### config.mk
export PLATFORM = sky130hd
export DESIGN_NAME = plc_accumulator_flags
export DESIGN_NICKNAME = d
export VERILOG_FILES = /design/src/rtl/plc_accu_pkg.sv /design/src/rtl/plc_accumulator_flags.sv
export SDC_FILE = /design/constraint.sdc
export NUM_CORES = 1
export LEC_CHECK = 0
export ABC_AREA = 1
export BUFFER_PORTS_ARGS = -buffer_cell sky130_fd_sc_hd__buf_2
export CAP_MARGIN = 40
export CORE_ASPECT_RATIO = 0.8
export CORE_MARGIN = 3
export CORE_UTILIZATION = 25
export CTS_BUF_LIST = sky130_fd_sc_hd__clkbuf_16
export CTS_CLUSTER_SIZE = 24
export DETAILED_ROUTE_END_ITERATION = 6
export GPL_TIMING_DRIVEN = 1
export PLACE_DENSITY = 0.49
export SLEW_MARGIN = 40
export SYNTH_ARGS = -nofsm -noshare
export SYNTH_HDL_FRONTEND = slang
export SYNTH_SLANG_ARGS = --single-unit
### constraint.sdc
create_clock -name clk -period 5.2 [get_ports clk]
set_input_delay 1.04 -clock clk [delete_from_list [all_inputs] [get_ports clk]]
set_output_delay 1.04 -clock clk [all_outputs]
set_load 0.01 [all_outputs]
### src/rtl/plc_accu_pkg.sv
/*
 * Shared constants and types of the accumulator and condition code datapath.
 * Assumes a single 32-bit AHB-Lite register window and one clock domain.
 */
package plc_accu_pkg;

   localparam int unsigned ACC_W = 32;
   localparam int unsigned FIX_W = 16;
   localparam int unsigned STACK_DEPTH = 7;

   // ----------------------------------------------------------------
   // Register byte offsets
   // ----------------------------------------------------------------
   localparam logic [7:0] OFF_CMD = 8'h00;
   localparam logic [7:0] OFF_OPERAND = 8'h04;
   localparam logic [7:0] OFF_PRIMARY_OPERAND_REGISTER = 8'h08;
   localparam logic [7:0] OFF_SECONDARY_OPERAND_REGISTER = 8'h0c;
   localparam logic [7:0] OFF_ACCU3 = 8'h10;
   localparam logic [7:0] OFF_ACCU4 = 8'h14;
   localparam logic [7:0] OFF_CCB = 8'h18;
   localparam logic [7:0] OFF_XFER = 8'h1c;
   localparam logic [7:0] OFF_STATUS = 8'h20;

   // ----------------------------------------------------------------
   // Field positions and reset values
   // ----------------------------------------------------------------
   localparam int unsigned CMD_SCAN_POS = 8;
   localparam int unsigned CMD_BYTE_AREA_POS = 9;
   localparam logic [31:0] ACC_RESET = 32'h0000_0000;
   localparam logic [7:0] CC_RESET = 8'h00;
   localparam logic [31:0] MANT_TRUNC_MASK = 32'hffff_ff00;
   localparam logic [3:0] BCD_POS = 4'h0;
   localparam logic [3:0] BCD_NEG = 4'hf;
   localparam logic [2:0] BYTES_ONE = 3'h1;
   localparam logic [2:0] BYTES_TWO = 3'h2;
   localparam logic [2:0] BYTES_FOUR = 3'h4;
   localparam logic [1:0] CODE_ZERO = 2'h0;
   localparam logic [1:0] CODE_LOW = 2'h1;
   localparam logic [1:0] CODE_HIGH = 2'h2;

   typedef enum logic [4:0] {
      OP_NOP, OP_LOAD_B, OP_LOAD_W, OP_LOAD_D, OP_XFER_B, OP_XFER_W, OP_XFER_D,
      OP_AND, OP_OR, OP_ANDN, OP_ORN, OP_AND_OPEN, OP_OR_OPEN, OP_CLOSE, OP_OR_AND,
      OP_ASSIGN, OP_SET, OP_RESET, OP_ADD_FIX, OP_SUB_FIX,
      OP_CMP_EQ, OP_CMP_NE, OP_CMP_GT, OP_CMP_LT, OP_AND_WORD, OP_OR_WORD,
      OP_SHL, OP_SHR, OP_BCD_TO_FIX, OP_FLT_PREP, OP_CLR_STICKY, OP_AUX_LOAD
   } op_type;

   typedef struct packed {
      logic result_code_high;
      logic result_code_low;
      logic range_exceeded_flag;
      logic sticky_range_exceeded;
      logic pending_disjunction;
      logic scanned_status_bit;
      logic logic_result_bit;
      logic first_scan_flag;
   } cc_type;

   typedef struct packed {
      logic pending_disjunction;
      logic logic_result_bit;
      logic and_type;
   } bracket_entry_type;

   typedef struct packed {
      logic wr;
      logic rd;
      logic [7:0] addr;
   } bus_phase_type;

endpackage

### src/rtl/plc_accumulator_flags.sv
/*
 * Accumulator, condition code byte and bracket record of a controller
 * instruction datapath, reached as an AHB-Lite slave with zero wait states.
 * Each command executes at the edge that ends its write data phase.
 * Assumes one master issuing single word transfers on one synchronous clock.
 */
// Functional notes
// (RULE1) Primary and secondary 32-bit accumulators are operand sources and result sinks.
// (RULE2) Loads write the primary accumulator; transfers read it.
// (RULE3) Doubleword loads and transfers move all 32 primary bits.
// (RULE4) Byte and word loads clear unused upper bits.
// (RULE5) A load first copies the primary accumulator into the secondary.
// (RULE6) Word access to byte areas uses byte n and byte n+1.
// (RULE7) Transfers leave primary and secondary accumulators unchanged.
// (RULE8) Loads and transfers never touch the third and fourth accumulators.
// (RULE9) Fixed point operands are signed 16-bit, -32768 to +32767.
// (RULE10) BCD layout: sign 15-12, hundreds 11-8, tens 7-4, ones 3-0.
// (RULE11) BCD sign nibble is 0000 positive, 1111 negative.
// (RULE12) Floating point: 8-bit exponent over 24-bit mantissa, 32 bits total.
// (RULE13) Float arithmetic uses 16 mantissa bits; lowest eight forced to zero.
// (RULE14) Condition byte order from bit 7 down as declared in cc_type.
// (RULE15) Memory operations clear first scan, freezing the logic result.
// (RULE16) With first scan clear, next logic op restarts chain from scanned bit.
// (RULE17) Logic result holds bit logic outcome and compare truth.
// (RULE18) Scanned status follows scanned or written bit, except brackets and OR-of-AND.
// (RULE19) Pending disjunction marks AND terms evaluated before a pending OR.
// (RULE20) Range exceeded shows overflow of the last arithmetic operation.
// (RULE21) Sticky range exceeded latches any overflow.
// (RULE22) Result code encodings for arithmetic, word logic, compare and shift.
// (RULE23) Up to 7 bracket levels saving pending OR, logic result and type.
// (RULE24) Sticky overflow cleared only by explicit clear or reset.
`timescale 1ns/1ps
`default_nettype none

module plc_accumulator_flags (
   // Clock and reset
   input wire logic clk,
   input wire logic nrst,
   // AHB-Lite slave
   input wire logic hsel,
   input wire logic [31:0] haddr,
   input wire logic [1:0] htrans,
   input wire logic hwrite,
   input wire logic [2:0] hsize,
   input wire logic hready,
   input wire logic [31:0] hwdata,
   output logic [31:0] hrdata,
   output logic hreadyout,
   output logic hresp
);
   import plc_accu_pkg::*;

   // ----------------------------------------------------------------
   // Bus decode
   // ----------------------------------------------------------------
   // Address phase of a taken transfer, kept for its data phase.
   bus_phase_type phase;
   logic [31:0] primary_operand_register, secondary_operand_register, accu3, accu4, operand, xfer_data;
   cc_type cc;
   logic and_term, stored_bit, bracket_error;
   logic [2:0] depth, xfer_bytes;
   bracket_entry_type stack [STACK_DEPTH];

   // A transfer is taken when selected, ready and not idle or busy.
   wire logic take = hsel & hready & htrans[1];
   // Only aligned whole words write; other sizes are dropped.
   wire logic word_ok = (hsize == 3'h2) & (haddr[1:0] == 2'h0);
   wire bus_phase_type next_phase = '{wr: take & hwrite & word_ok, rd: take & ~hwrite, addr: haddr[7:0]};
   // Register writes act one edge after their address phase.
   wire logic wr_cmd = phase.wr & (phase.addr == OFF_CMD);
   wire logic wr_operand = phase.wr & (phase.addr == OFF_OPERAND);
   wire logic wr_status = phase.wr & (phase.addr == OFF_STATUS);
   // A command decodes only in the data phase of its own write.
   // Every other cycle runs as a no-operation.
   wire op_type op = wr_cmd ? op_type'(hwdata[4:0]) : OP_NOP;
   wire logic scan_bit = hwdata[CMD_SCAN_POS];
   wire logic byte_area = hwdata[CMD_BYTE_AREA_POS];
   // Status: depth, chain term, stored bit, error and byte count.
   wire logic [31:0] status_word = {20'h0, xfer_bytes, bracket_error, stored_bit, and_term, 3'h0, depth};

   // Read data follows the address phase and is registered.
   logic [31:0] next_rdata;
   always_comb begin
      unique case (haddr[7:0])
         OFF_CMD: next_rdata = 32'h0;
         OFF_OPERAND: next_rdata = operand;
         OFF_PRIMARY_OPERAND_REGISTER: next_rdata = primary_operand_register;
         OFF_SECONDARY_OPERAND_REGISTER: next_rdata = secondary_operand_register;
         OFF_ACCU3: next_rdata = accu3;
         OFF_ACCU4: next_rdata = accu4;
         OFF_CCB: next_rdata = {24'h0, cc};
         OFF_XFER: next_rdata = xfer_data;
         OFF_STATUS: next_rdata = status_word;
         default: next_rdata = 32'h0;
      endcase
   end

   // ----------------------------------------------------------------
   // Operand views
   // ----------------------------------------------------------------
   // Fixed point views are the signed low halves.
   wire logic signed [FIX_W-1:0] fix_a = secondary_operand_register[FIX_W-1:0]; // RULE9
   wire logic signed [FIX_W-1:0] fix_b = primary_operand_register[FIX_W-1:0];
   // One spare bit catches overflow of sums and differences.
   wire logic [FIX_W:0] add_ext = {fix_a[FIX_W-1], fix_a} + {fix_b[FIX_W-1], fix_b};
   wire logic [FIX_W:0] sub_ext = {fix_a[FIX_W-1], fix_a} - {fix_b[FIX_W-1], fix_b};

   // Each BCD digit is weighted in ten bits before summing.
   wire logic [3:0] bcd_sign = primary_operand_register[15:12]; // RULE10
   wire logic [9:0] bcd_mag = 10'(primary_operand_register[11:8]) * 10'd100 + 10'(primary_operand_register[7:4]) * 10'd10 + 10'(primary_operand_register[3:0]);
   wire logic [15:0] bcd_fix = (bcd_sign == BCD_NEG) ? 16'(-{6'h0, bcd_mag}) : {6'h0, bcd_mag}; // RULE11

   // The spare shift bit holds the last bit moved out.
   wire logic [3:0] shift_n = operand[3:0];
   wire logic [16:0] shl_ext = {1'b0, primary_operand_register[15:0]} << shift_n;
   wire logic [16:0] shr_ext = {primary_operand_register[15:0], 1'b0} >> shift_n;

   // Negated scans invert the bit before it joins the chain.
   wire logic scan_val = scan_bit ^ ((op == OP_ANDN) | (op == OP_ORN));
   // An empty bracket record reads as zero.
   wire bracket_entry_type top = (depth == 3'h0) ? '0 : stack[depth - 3'h1];
   // A push past seven levels is refused and flagged.
   wire logic push_ok = depth < 3'(STACK_DEPTH);

   // Sign code of a result: zero, negative or positive.
   function automatic logic [1:0] sign_code(input logic [15:0] v);
      sign_code = (v == 16'h0) ? CODE_ZERO : (v[15] ? CODE_LOW : CODE_HIGH);
   endfunction

   // ----------------------------------------------------------------
   // Instruction execution
   // ----------------------------------------------------------------
   // Next values of the datapath registers other than accu4, operand and the bracket record.
   logic [31:0] next_primary_operand_register, next_secondary_operand_register, next_accu3, next_xfer;
   logic [2:0] next_xfer_bytes, next_depth;
   cc_type next_cc;
   logic next_term, next_stored, push, next_berr;
   logic [15:0] fix_res;
   logic ovf, cmp_true;

   // Registers hold unless the decoded command changes them; a status write with bit 4 set also clears the bracket error.
   always_comb begin
      next_primary_operand_register = primary_operand_register;
      next_secondary_operand_register = secondary_operand_register;
      next_accu3 = accu3;
      next_xfer = xfer_data;
      next_xfer_bytes = xfer_bytes;
      next_cc = cc;
      next_term = and_term;
      next_stored = stored_bit;
      next_depth = depth;
      next_berr = bracket_error & ~(wr_status & hwdata[4]);
      push = 1'b0;
      fix_res = 16'h0;
      ovf = 1'b0;
      cmp_true = 1'b0;
      unique case (op)
         OP_NOP: ;

         // Loads push the old primary value into the secondary.
         OP_LOAD_B, OP_LOAD_W, OP_LOAD_D: begin
            next_secondary_operand_register = primary_operand_register; // RULE5 RULE8
            next_primary_operand_register = (op == OP_LOAD_B) ? {24'h0, operand[7:0]} : // RULE2 RULE4
               (op == OP_LOAD_W) ? {16'h0, operand[15:0]} : operand; // RULE3
            next_xfer_bytes = (op == OP_LOAD_D) ? BYTES_FOUR :
               ((op == OP_LOAD_W) & byte_area) ? BYTES_TWO : BYTES_ONE; // RULE6
         end

         // Transfers fill only the transfer register and the byte count.
         OP_XFER_B, OP_XFER_W, OP_XFER_D: begin
            next_xfer = (op == OP_XFER_B) ? {24'h0, primary_operand_register[7:0]} : // RULE7
               (op == OP_XFER_W) ? {16'h0, primary_operand_register[15:0]} : primary_operand_register; // RULE3
            next_xfer_bytes = (op == OP_XFER_D) ? BYTES_FOUR :
               ((op == OP_XFER_W) & byte_area) ? BYTES_TWO : BYTES_ONE; // RULE6
         end

         // A cleared first scan flag starts a fresh chain.
         OP_AND, OP_ANDN, OP_OR, OP_ORN: begin
            next_cc.scanned_status_bit = scan_bit; // RULE18
            next_cc.first_scan_flag = 1'b1;
            if (!cc.first_scan_flag) begin
               next_term = scan_val; // RULE16
               next_cc.logic_result_bit = cc.pending_disjunction | scan_val;
            end else if ((op == OP_AND) | (op == OP_ANDN)) begin
               next_term = and_term & scan_val; // RULE19
               next_cc.logic_result_bit = cc.pending_disjunction | (and_term & scan_val); // RULE17
            end else begin
               next_cc.logic_result_bit = cc.logic_result_bit | scan_val;
               next_term = cc.logic_result_bit | scan_val;
               next_cc.pending_disjunction = 1'b0;
            end
         end

         // The parked result is ORed into the next AND term.
         OP_OR_AND: begin
            next_cc.pending_disjunction = cc.logic_result_bit; // RULE19
            next_cc.first_scan_flag = 1'b0;
         end

         // Opening saves the chain state in the next free slot.
         OP_AND_OPEN, OP_OR_OPEN: begin
            if (push_ok) begin
               push = 1'b1; // RULE23
               next_depth = depth + 3'h1;
               next_cc.first_scan_flag = 1'b0;
               next_cc.pending_disjunction = 1'b0;
            end else begin
               next_berr = 1'b1;
            end
         end

         // Closing merges the inner result with the saved one.
         OP_CLOSE: begin
            if (depth != 3'h0) begin
               next_depth = depth - 3'h1; // RULE23
               next_cc.logic_result_bit = top.and_type ? (top.logic_result_bit & cc.logic_result_bit) :
                  (top.logic_result_bit | cc.logic_result_bit);
               next_cc.pending_disjunction = top.pending_disjunction;
               next_term = next_cc.logic_result_bit;
               next_cc.first_scan_flag = 1'b1;
            end else begin
               next_berr = 1'b1;
            end
         end

         // Memory operations end the chain and freeze the result.
         OP_ASSIGN, OP_SET, OP_RESET: begin
            if (op == OP_ASSIGN) begin
               next_stored = cc.logic_result_bit;
            end else if (cc.logic_result_bit) begin
               next_stored = (op == OP_SET);
            end
            next_cc.scanned_status_bit = next_stored; // RULE18
            next_cc.first_scan_flag = 1'b0; // RULE15
            next_cc.pending_disjunction = 1'b0;
         end

         // Fixed point results are sign-extended into the primary.
         OP_ADD_FIX, OP_SUB_FIX: begin
            fix_res = (op == OP_ADD_FIX) ? add_ext[FIX_W-1:0] : sub_ext[FIX_W-1:0];
            ovf = (op == OP_ADD_FIX) ? (add_ext[FIX_W] != add_ext[FIX_W-1]) :
               (sub_ext[FIX_W] != sub_ext[FIX_W-1]);
            next_primary_operand_register = {{16{fix_res[15]}}, fix_res};
            next_cc.range_exceeded_flag = ovf; // RULE20
            next_cc.sticky_range_exceeded = cc.sticky_range_exceeded | ovf; // RULE21 RULE24
            {next_cc.result_code_high, next_cc.result_code_low} = sign_code(fix_res); // RULE22
         end

         // Compares give truth in the result and order in the code.
         OP_CMP_EQ, OP_CMP_NE, OP_CMP_GT, OP_CMP_LT: begin
            unique case (op)
               OP_CMP_EQ: cmp_true = fix_a == fix_b;
               OP_CMP_NE: cmp_true = fix_a != fix_b;
               OP_CMP_GT: cmp_true = fix_a > fix_b;
               default: cmp_true = fix_a < fix_b;
            endcase
            next_cc.logic_result_bit = cmp_true; // RULE17
            next_cc.first_scan_flag = 1'b0;
            {next_cc.result_code_high, next_cc.result_code_low} = (fix_a == fix_b) ? CODE_ZERO :
               ((fix_a < fix_b) ? CODE_LOW : CODE_HIGH); // RULE22
         end

         // Word logic works on the low halves only.
         OP_AND_WORD, OP_OR_WORD: begin
            fix_res = (op == OP_AND_WORD) ? (primary_operand_register[15:0] & secondary_operand_register[15:0]) : (primary_operand_register[15:0] | secondary_operand_register[15:0]);
            next_primary_operand_register = {16'h0, fix_res};
            {next_cc.result_code_high, next_cc.result_code_low} = (fix_res == 16'h0) ? CODE_ZERO :
               CODE_HIGH; // RULE22
         end

         // A zero count leaves the result code as it was.
         OP_SHL, OP_SHR: begin
            fix_res = (op == OP_SHL) ? shl_ext[15:0] : shr_ext[16:1];
            next_primary_operand_register = {16'h0, fix_res};
            if (shift_n != 4'h0) begin
               next_cc.result_code_high = (op == OP_SHL) ? shl_ext[16] : shr_ext[0]; // RULE22
               next_cc.result_code_low = 1'b0;
            end
         end

         // The sign nibble decides whether the value is negated.
         OP_BCD_TO_FIX: next_primary_operand_register = {{16{bcd_fix[15]}}, bcd_fix};

         // Only sixteen mantissa bits take part in float arithmetic.
         OP_FLT_PREP: begin
            next_primary_operand_register = primary_operand_register & MANT_TRUNC_MASK; // RULE12 RULE13
            next_secondary_operand_register = secondary_operand_register & MANT_TRUNC_MASK;
         end

         // The sticky flag falls only here or on reset.
         OP_CLR_STICKY: next_cc.sticky_range_exceeded = 1'b0; // RULE24

         // The auxiliary pair moves up by one register.
         OP_AUX_LOAD: next_accu3 = primary_operand_register;
      endcase
   end

   // ----------------------------------------------------------------
   // State registers
   // ----------------------------------------------------------------
   // The slave holds hreadyout low only in reset, inserts no wait states after it and always answers OKAY.
   always_ff @(posedge clk or negedge nrst) begin
      if (!nrst) begin
         phase <= '0;
         hrdata <= 32'h0;
         hreadyout <= 1'b0;
         hresp <= 1'b0;
      end else begin
         phase <= next_phase;
         hrdata <= (take & ~hwrite) ? next_rdata : 32'h0;
         hreadyout <= 1'b1;
         hresp <= 1'b0;
      end
   end

   // Accumulators, operand and transfer result.
   always_ff @(posedge clk or negedge nrst) begin
      if (!nrst) begin
         primary_operand_register <= ACC_RESET; // RULE1
         secondary_operand_register <= ACC_RESET;
         accu3 <= ACC_RESET;
         accu4 <= ACC_RESET;
         operand <= ACC_RESET;
         xfer_data <= ACC_RESET;
      end else begin
         primary_operand_register <= next_primary_operand_register;
         secondary_operand_register <= next_secondary_operand_register;
         accu3 <= next_accu3;
         accu4 <= op == OP_AUX_LOAD ? accu3 : accu4;
         xfer_data <= next_xfer;
         if (wr_operand) begin
            operand <= hwdata;
         end
      end
   end

   // Condition byte and chain state.
   always_ff @(posedge clk or negedge nrst) begin
      if (!nrst) begin
         cc <= cc_type'(CC_RESET); // RULE14
         and_term <= 1'b0;
         stored_bit <= 1'b0;
         depth <= 3'h0;
         bracket_error <= 1'b0;
         xfer_bytes <= BYTES_ONE;
      end else begin
         cc <= next_cc;
         and_term <= next_term;
         stored_bit <= next_stored;
         depth <= next_depth;
         bracket_error <= next_berr;
         xfer_bytes <= next_xfer_bytes;
      end
   end

   // ----------------------------------------------------------------
   // Bracket record, one slot per level
   // ----------------------------------------------------------------
   // A slot is written only when a bracket opens at its depth.
   for (genvar i = 0; i < STACK_DEPTH; i++) begin : g_stack
      always_ff @(posedge clk or negedge nrst) begin
         if (!nrst) begin
            stack[i] <= '0;
         end else if (push && depth == 3'(i)) begin
            stack[i] <= '{pending_disjunction: cc.pending_disjunction, // RULE23
                          logic_result_bit: cc.logic_result_bit,
                          and_type: op == OP_AND_OPEN};
         end
      end
   end

endmodule

`default_nettype wire

==> impl_metrics.csv, run 1 <==
group,metric,value,unit
sta,rsz0062_at_grt,"no",
worst_setup_path,startpoint_type,"register",
worst_setup_path,slowest_delay,580,ps
worst_setup_path,crit_path_end_kind,"register",
worst_hold_path,hp-class,"primary input to async pin",
detailed_routing,wl,71000,µm
power_and_ir_drop,power_density,231,nW/µm²
sta,finalClockSkew,19.4,ps
global_routing,grt_pass1_wl,106000,µm
worst_setup_path,r2r_start,"primary_operand_register[7]",
synthesis,synth_warnings,0,
clock_tree,postCtsSetupBuffers,0,
place,place_ws,908,ps
global_routing,antenna_found_initial,5,
synthesis,synth_edf_count,0,
worst_setup_path,slowest_stage,"dfrtp_1",
die,rows,86,
clock_tree,clock_path_buffers,3,
final_layout,area_growth,13.2,%
global_routing,grt_max_degree,94,
detailed_routing,vias,17300,
clock_tree,cts_sinks,272,
final_layout,layout.cells.non_filler,3371,
global_routing,grt_use_total,18.8,%
clock_tree,clk_pin_slew,70,ps
synthesis,netlist_area,17700,µm²
worst_setup_path,crit_fanout,17,
sta,slew_headroom,46.5,%
worst_setup_path,cp.arrival,4750,ps
place,placedCellCount,3317,
detailed_routing,firstDrtPassIters,6,
detailed_routing,antenna_left,0,
place,place.gp.congestion,0.974,
place,port_buffers,81,
detailed_routing,drc_errors,0,
global_routing,grt_overflow,0,
sta,setup_ws,897,ps
sta,drv_slew,0,
worst_setup_path,rr_worst_depth,16,
clock_tree,cts-root-buf,"clkbuf_16",
run,cap_violations,0,
synthesis,avgSynthCellArea,7.44,µm²
synthesis,ys_types,61,
detailed_routing,drt_iter0_drc,1757,
sta,fmax,232,MHz
worst_setup_path,r2r-end,"primary_operand_register[15]",
worst_setup_path,crit_path_cell_trace,"ha_1, ha_1, fa_1, ha_1, ha_1, nand3_1, nand3_1, nand2_1, nand2_1, a21oi_1, xor2_1, nand3_1, o21ai_1, o21ai_4, nor2_1, nor2_1",
sta,finalHoldViolCount,0,
final_layout,multiInputGateArea,9530,µm²
worst_setup_path,critPathKind,"register to register",
clock_tree,ctsResizeCount,0,
final_layout,layout-drive-gt1-share,11.0,%
power_and_ir_drop,ir_drop,239,µV
die,initial_utilization,25.5,%
worst_setup_path,crit_family,"adder cells",
worst_setup_path,cp_num_buf_inv,0,
die,core_area,69500,µm²
die,dieWidth,304,µm
power_and_ir_drop,p_leak,9.54,nW
synthesis,synth-async-reset-ratio,100,%
sta,fin_setup_tns,0,ps
final_layout,regArea,6810,µm²
synthesis,ys_seq_area_share,38.5,%
die,dieArea,74100,µm²
clock_tree,cts_tree,"done",
clock_tree,clock_latency,570,ps
global_routing,grt_pass1_vias,16200,
worst_setup_path,ff2ff_setup_slack,900,ps
clock_tree,cts_buffers,29,
final_layout,fillers,7649,
sta,tightestPinTransition,802,ps
detailed_routing,wl_per_cell,21.1,µm
detailed_routing,vias_per_cell,5.12,
final_layout,final_nets,2585,
place,post-dp-hpwl,52700,µm
sta,fin_crit,4300,ps
worst_setup_path,critPathMostFrequentCell,"ha_1",
clock_tree,htreeDepth,1,
sta,fin_crit_sh,82.8,%
worst_setup_path,cp.required,5650,ps
sta,finalSetupViolCount,0,
synthesis,syn_nets,2538,
final_layout,diodes,0,
die,ios,108,
die,die_y,244,µm
synthesis,ys_ff_latch,272,
clock_tree,postCtsHoldBufs,0,
synthesis,synth_cells,2379,
synthesis,synth_ff_type,"dfrtp_1",
run_status,outcome,"completed",
[sequential cells by signal (all words and copies together) (netlist names), 3 cells and up]
name / flops
cc: 8
primary_operand_register: 32
accu3: 32
stack: 21
operand: 32
hrdata: 32
secondary_operand_register: 32
accu4: 32
phase: 9
depth: 3
xfer_data: 32
xfer_bytes: 3
[metal layers]
| layer | part of all wire (%) | global-route usage (%) |
|---|---|---|
| met1 | 48 | 28.7 |
| met2 | 40 | 26.1 |
| met3 | 9.5 | 5.08 |
| met4 | 2.0 | 3.65 |
| met5 | 0.018 | 0 |
[through the flow]
stage | util, % | hold slack (ps) | total power [W] | cell area (µm²)
3_5_place_dp | 27.5 | 473 | 0.00270 | 19100
6_report | 28.8 | 314 | 0.00464 | 20000
4_1_cts | 28.8 | 489 | 0.00468 | 20000
5_1_grt | 28.8 | 312 | 0.00484 | 20000
2_1_floorplan | - | 448 | 0.00248 | 17700
3_3_place_gp | 27.5 | 463 | 0.00269 | 19100
[cells in the final DEF (no fill, tap or decap), types with 29 or more instances in the layout]
| cell | count |
|---|---|
| clkbuf_16 | 29 |
| a21oi_1 | 129 |
| nand2_1 | 607 |
| ha_1 | 78 |
| nor2_1 | 198 |
| nor3_1 | 29 |
| a221oi_1 | 34 |
| dfrtp_1 | 271 |
| nand3_1 | 128 |
| mux2_2 | 32 |
| inv_1 | 238 |
| o21ai_0 | 236 |
| buf_4 | 34 |
| o22ai_1 | 44 |
| buf_2 | 80 |
[synth_stat cells (all sizes together), types with 2 or more instances]
| cell | instances | area share [%] |
|---|---|---|
| and2 | 3 | 0.11 |
| o31ai | 4 | 0.17 |
| nor3b | 2 | 0.085 |
| a21o | 2 | 0.085 |
| a21oi | 131 | 3.7 |
| a22o | 2 | 0.099 |
| o2111ai | 7 | 0.35 |
| or2 | 3 | 0.11 |
| mux2i | 5 | 0.28 |
| a41oi | 4 | 0.20 |
| mux2 | 32 | 2.0 |
| ha | 78 | 5.5 |
| fa | 7 | 0.79 |
| o211ai | 16 | 0.68 |
| o21ai | 262 | 7.7 |
| xor2 | 19 | 0.94 |
| xnor2 | 9 | 0.45 |
| a22oi | 5 | 0.21 |
| o21bai | 3 | 0.13 |
| o221ai | 3 | 0.15 |
| nand2 | 617 | 13 |
| conb | 2 | 0.042 |
| a31oi | 23 | 0.81 |
| inv | 248 | 5.3 |
| clkbuf | 73 | 1.5 |
| nor2 | 221 | 5.4 |
| o22ai | 44 | 1.6 |
| clkinv | 6 | 0.13 |
| a32oi | 2 | 0.099 |
| dfrtp | 271 | 38 |
| a221oi | 34 | 1.7 |
| nor3 | 33 | 1.1 |
| nand3 | 135 | 4.2 |
| buf | 29 | 1.0 |
| o21a | 8 | 0.34 |
| a32o | 3 | 0.17 |
| nand4 | 27 | 0.95 |
[layout make-up]
class,instances,share of cell area [%]
Multi-Input combinational cell,1751,47.6
Inverter,254,4.77
Tap cell,924,5.77
Clock buffer,29,3.62
Sequential cell,272,34.0
Timing Repair Buffer,118,3.64
Clock inverter,23,0.693
[cell families after synthesis]
group	share of synthesized area (%)
compound gates	18.3
xor+xnor	1.39
fa+ha+maj	6.30
buf+inv	7.97
flops	38.5
mux	2.32
other cells	0.0424
simple gates	25.2
[power by group]
group / switching, W / leakage [nW] / internal (W)
Sequential: 0.0000316 / 3.49 / 0.00214
Clock: 0.000909 / 0.446 / 0.00106
Combinational: 0.000349 / 5.60 / 0.000145
[worst max-delay path by stage]
stage	endpoint	slack (ps)	from	depth (start not counted)
final	primary_operand_register[15]	900	primary_operand_register[7]	16
after global routing	primary_operand_register[28]	600	primary_operand_register[7]	16
after CTS	primary_operand_register[29]	860	primary_operand_register[7]	16
after detailed placement	primary_operand_register[29]	910	primary_operand_register[7]	16
after global placement	primary_operand_register[21]	920	primary_operand_register[7]	16
after floorplan	primary_operand_register[23]	1590	primary_operand_register[5]	17
[worst reg2reg max path, stage by stage, from the launching register on]
cell     delay, ps
dfrtp_1        580
ha_1           310
ha_1           220
fa_1           470
ha_1           310
ha_1           340
nand3_1        100
nand3_1        100
nand2_1         80
nand2_1         50
a21oi_1        150
xor2_1         280
nand3_1        180
o21ai_1        440
o21ai_4        310
nor2_1         200
nor2_1          70
Note: power is estimated with default switching activity, not from simulation.
==> run 2: changes to the inputs <==
Clock period 5.2 ns to 4.3 ns, I/O delays scaled along.
==> impl_metrics.csv, run 2 (synthesized netlist as in run 1, its figures left out) <==
group,metric,value,unit
final_layout,layout.cells.most_common,"nand2_1",
detailed_routing,vias,17500,
sta,drv_slew,0,
clock_tree,ctsResizeCount,0,
sta,slew_headroom,44.9,%
die,die_y,244,µm
clock_tree,cts_tree,"done",
final_layout,final_nets,2604,
place,port_buffers,81,
detailed_routing,firstDrtPassIters,6,
power_and_ir_drop,ir_drop,287,µV
place,post-dp-hpwl,53600,µm
global_routing,grt_overflow,0,
global_routing,grt_max_degree,86,
die,ios,108,
sta,holdWs,227,ps
detailed_routing,wl,71700,µm
worst_setup_path,startpoint_type,"register",
place,place.gp.congestion,0.960,
final_layout,diodes,0,
power_and_ir_drop,p_leak,9.66,nW
sta,fin_setup_tns,0,ps
global_routing,antenna_found_initial,2,
worst_setup_path,cp.arrival,4380,ps
power_and_ir_drop,power_density,285,nW/µm²
sta,finalSetupViolCount,0,
die,core_area,69500,µm²
worst_hold_path,hp-class,"primary input to async pin",
sta,fin_crit,3930,ps
global_routing,grt_pass1_vias,16500,
clock_tree,cts-root-buf,"clkbuf_16",
detailed_routing,drc_errors,0,
die,rows,86,
detailed_routing,antenna_left,0,
final_layout,final_cell_mix,"607 x nand2_1, 271 x dfrtp_1, 243 x inv_1",
sta,fin_crit_sh,91.4,%
run,cap_violations,0,
clock_tree,clk_pin_slew,60,ps
clock_tree,postCtsSetupBuffers,0,
detailed_routing,wl_per_cell,21.1,µm
die,dieArea,74100,µm²
sta,fmax,255,MHz
die,initial_utilization,25.5,%
sta,rsz0062_at_grt,"no",
sta,tightestPinTransition,825,ps
clock_tree,clock_latency,610,ps
clock_tree,htreeDepth,1,
final_layout,layout-drive-gt1-share,11.7,%
worst_setup_path,crit_path_end_kind,"register",
sta,finalHoldViolCount,0,
global_routing,grt_use_total,18.9,%
run_status,outcome,"completed",
sta,finalClockSkew,39.4,ps
final_layout,area_growth,14.3,%
clock_tree,cts_sinks,272,
final_layout,final_core_util,29.1,%
worst_setup_path,crit_fanout,17,
detailed_routing,drt_iter0_drc,1860,
clock_tree,cts_buffers,30,
detailed_routing,vias_per_cell,5.16,
global_routing,grt_pass1_wl,107000,µm
worst_setup_path,cp.required,4750,ps
clock_tree,clock_path_buffers,3,
clock_tree,postCtsHoldBufs,0,
worst_setup_path,critPathKind,"register to register",
die,dieWidth,304,µm
## run 2: routing by layer
metal  global-route usage [%]  up-vias  routed length [µm]
met1                     30.0     8593               35400
met3                     3.68       84                6660
met4                     3.46        0                1310
met2                     26.1      764               28300
li1                         -     8068                   -
met5                        0        -                   0
## run 2: path summary, 6_finish.rpt
| path | cells after the start | startpoint | end | slack, ps |
|---|---|---|---|---|
| worst min-delay path | 1 | nrst | stack[17] | 230 |
| worst max register to register | 16 | primary_operand_register[5] | primary_operand_register[21] | 370 |
| max in group asynchronous | 2 | nrst | secondary_operand_register[20] | 2980 |
| min in group clk | 1 | haddr[0] | phase[0] | 390 |
| worst min register to register | 2 | stack[8] | stack[8] | 490 |
| worst max-delay path | 16 | primary_operand_register[5] | primary_operand_register[21] | 370 |
## run 2: layout make-up
class / instances / area (µm²)
multi-input combinational: 1751 / 9530
clock inverter: 24 / 184
clock buffer: 30 / 751
inverter: 254 / 956
sequential: 272 / 6810
timing repair buffer: 136 / 853
fill: 7624 / 49300
tap: 924 / 1160
## run 2: metrics by stage
stage / total power [W] / worst slack [ps] / cells / instance area, µm²
global route: 0.00601 / 100 / 3391 / 20200
global placement: 0.00326 / 414 / 3337 / 19300
detailed placement: 0.00327 / 395 / 3337 / 19300
CTS: 0.00584 / 376 / 3391 / 20200
floorplan: 0.00300 / 688 / 2379 / 17700
finish: 0.00578 / 371 / 3391 / 20200
## run 2: power by group
part | switching, W | leakage, nW | internal, W | total [W]
registers | 0.0000336 | 3.49 | 0.00259 | 0.00262
logic | 0.000429 | 5.68 | 0.000180 | 0.000609
clock network | 0.00115 | 0.489 | 0.00139 | 0.00254
total | 0.00162 | 9.66 | 0.00416 | 0.00578
## run 2: critical path: stages, from the launching register on
cell	delay, ps
dfrtp_1	390
ha_1	300
ha_1	220
fa_1	470
ha_1	310
ha_1	350
nand3_1	110
nand3_1	100
nand2_1	80
nand2_1	50
a21oi_1	150
xor2_1	270
nand3_1	170
o21ai_1	290
o21ai_4	270
nor2_1	190
a21oi_2	40
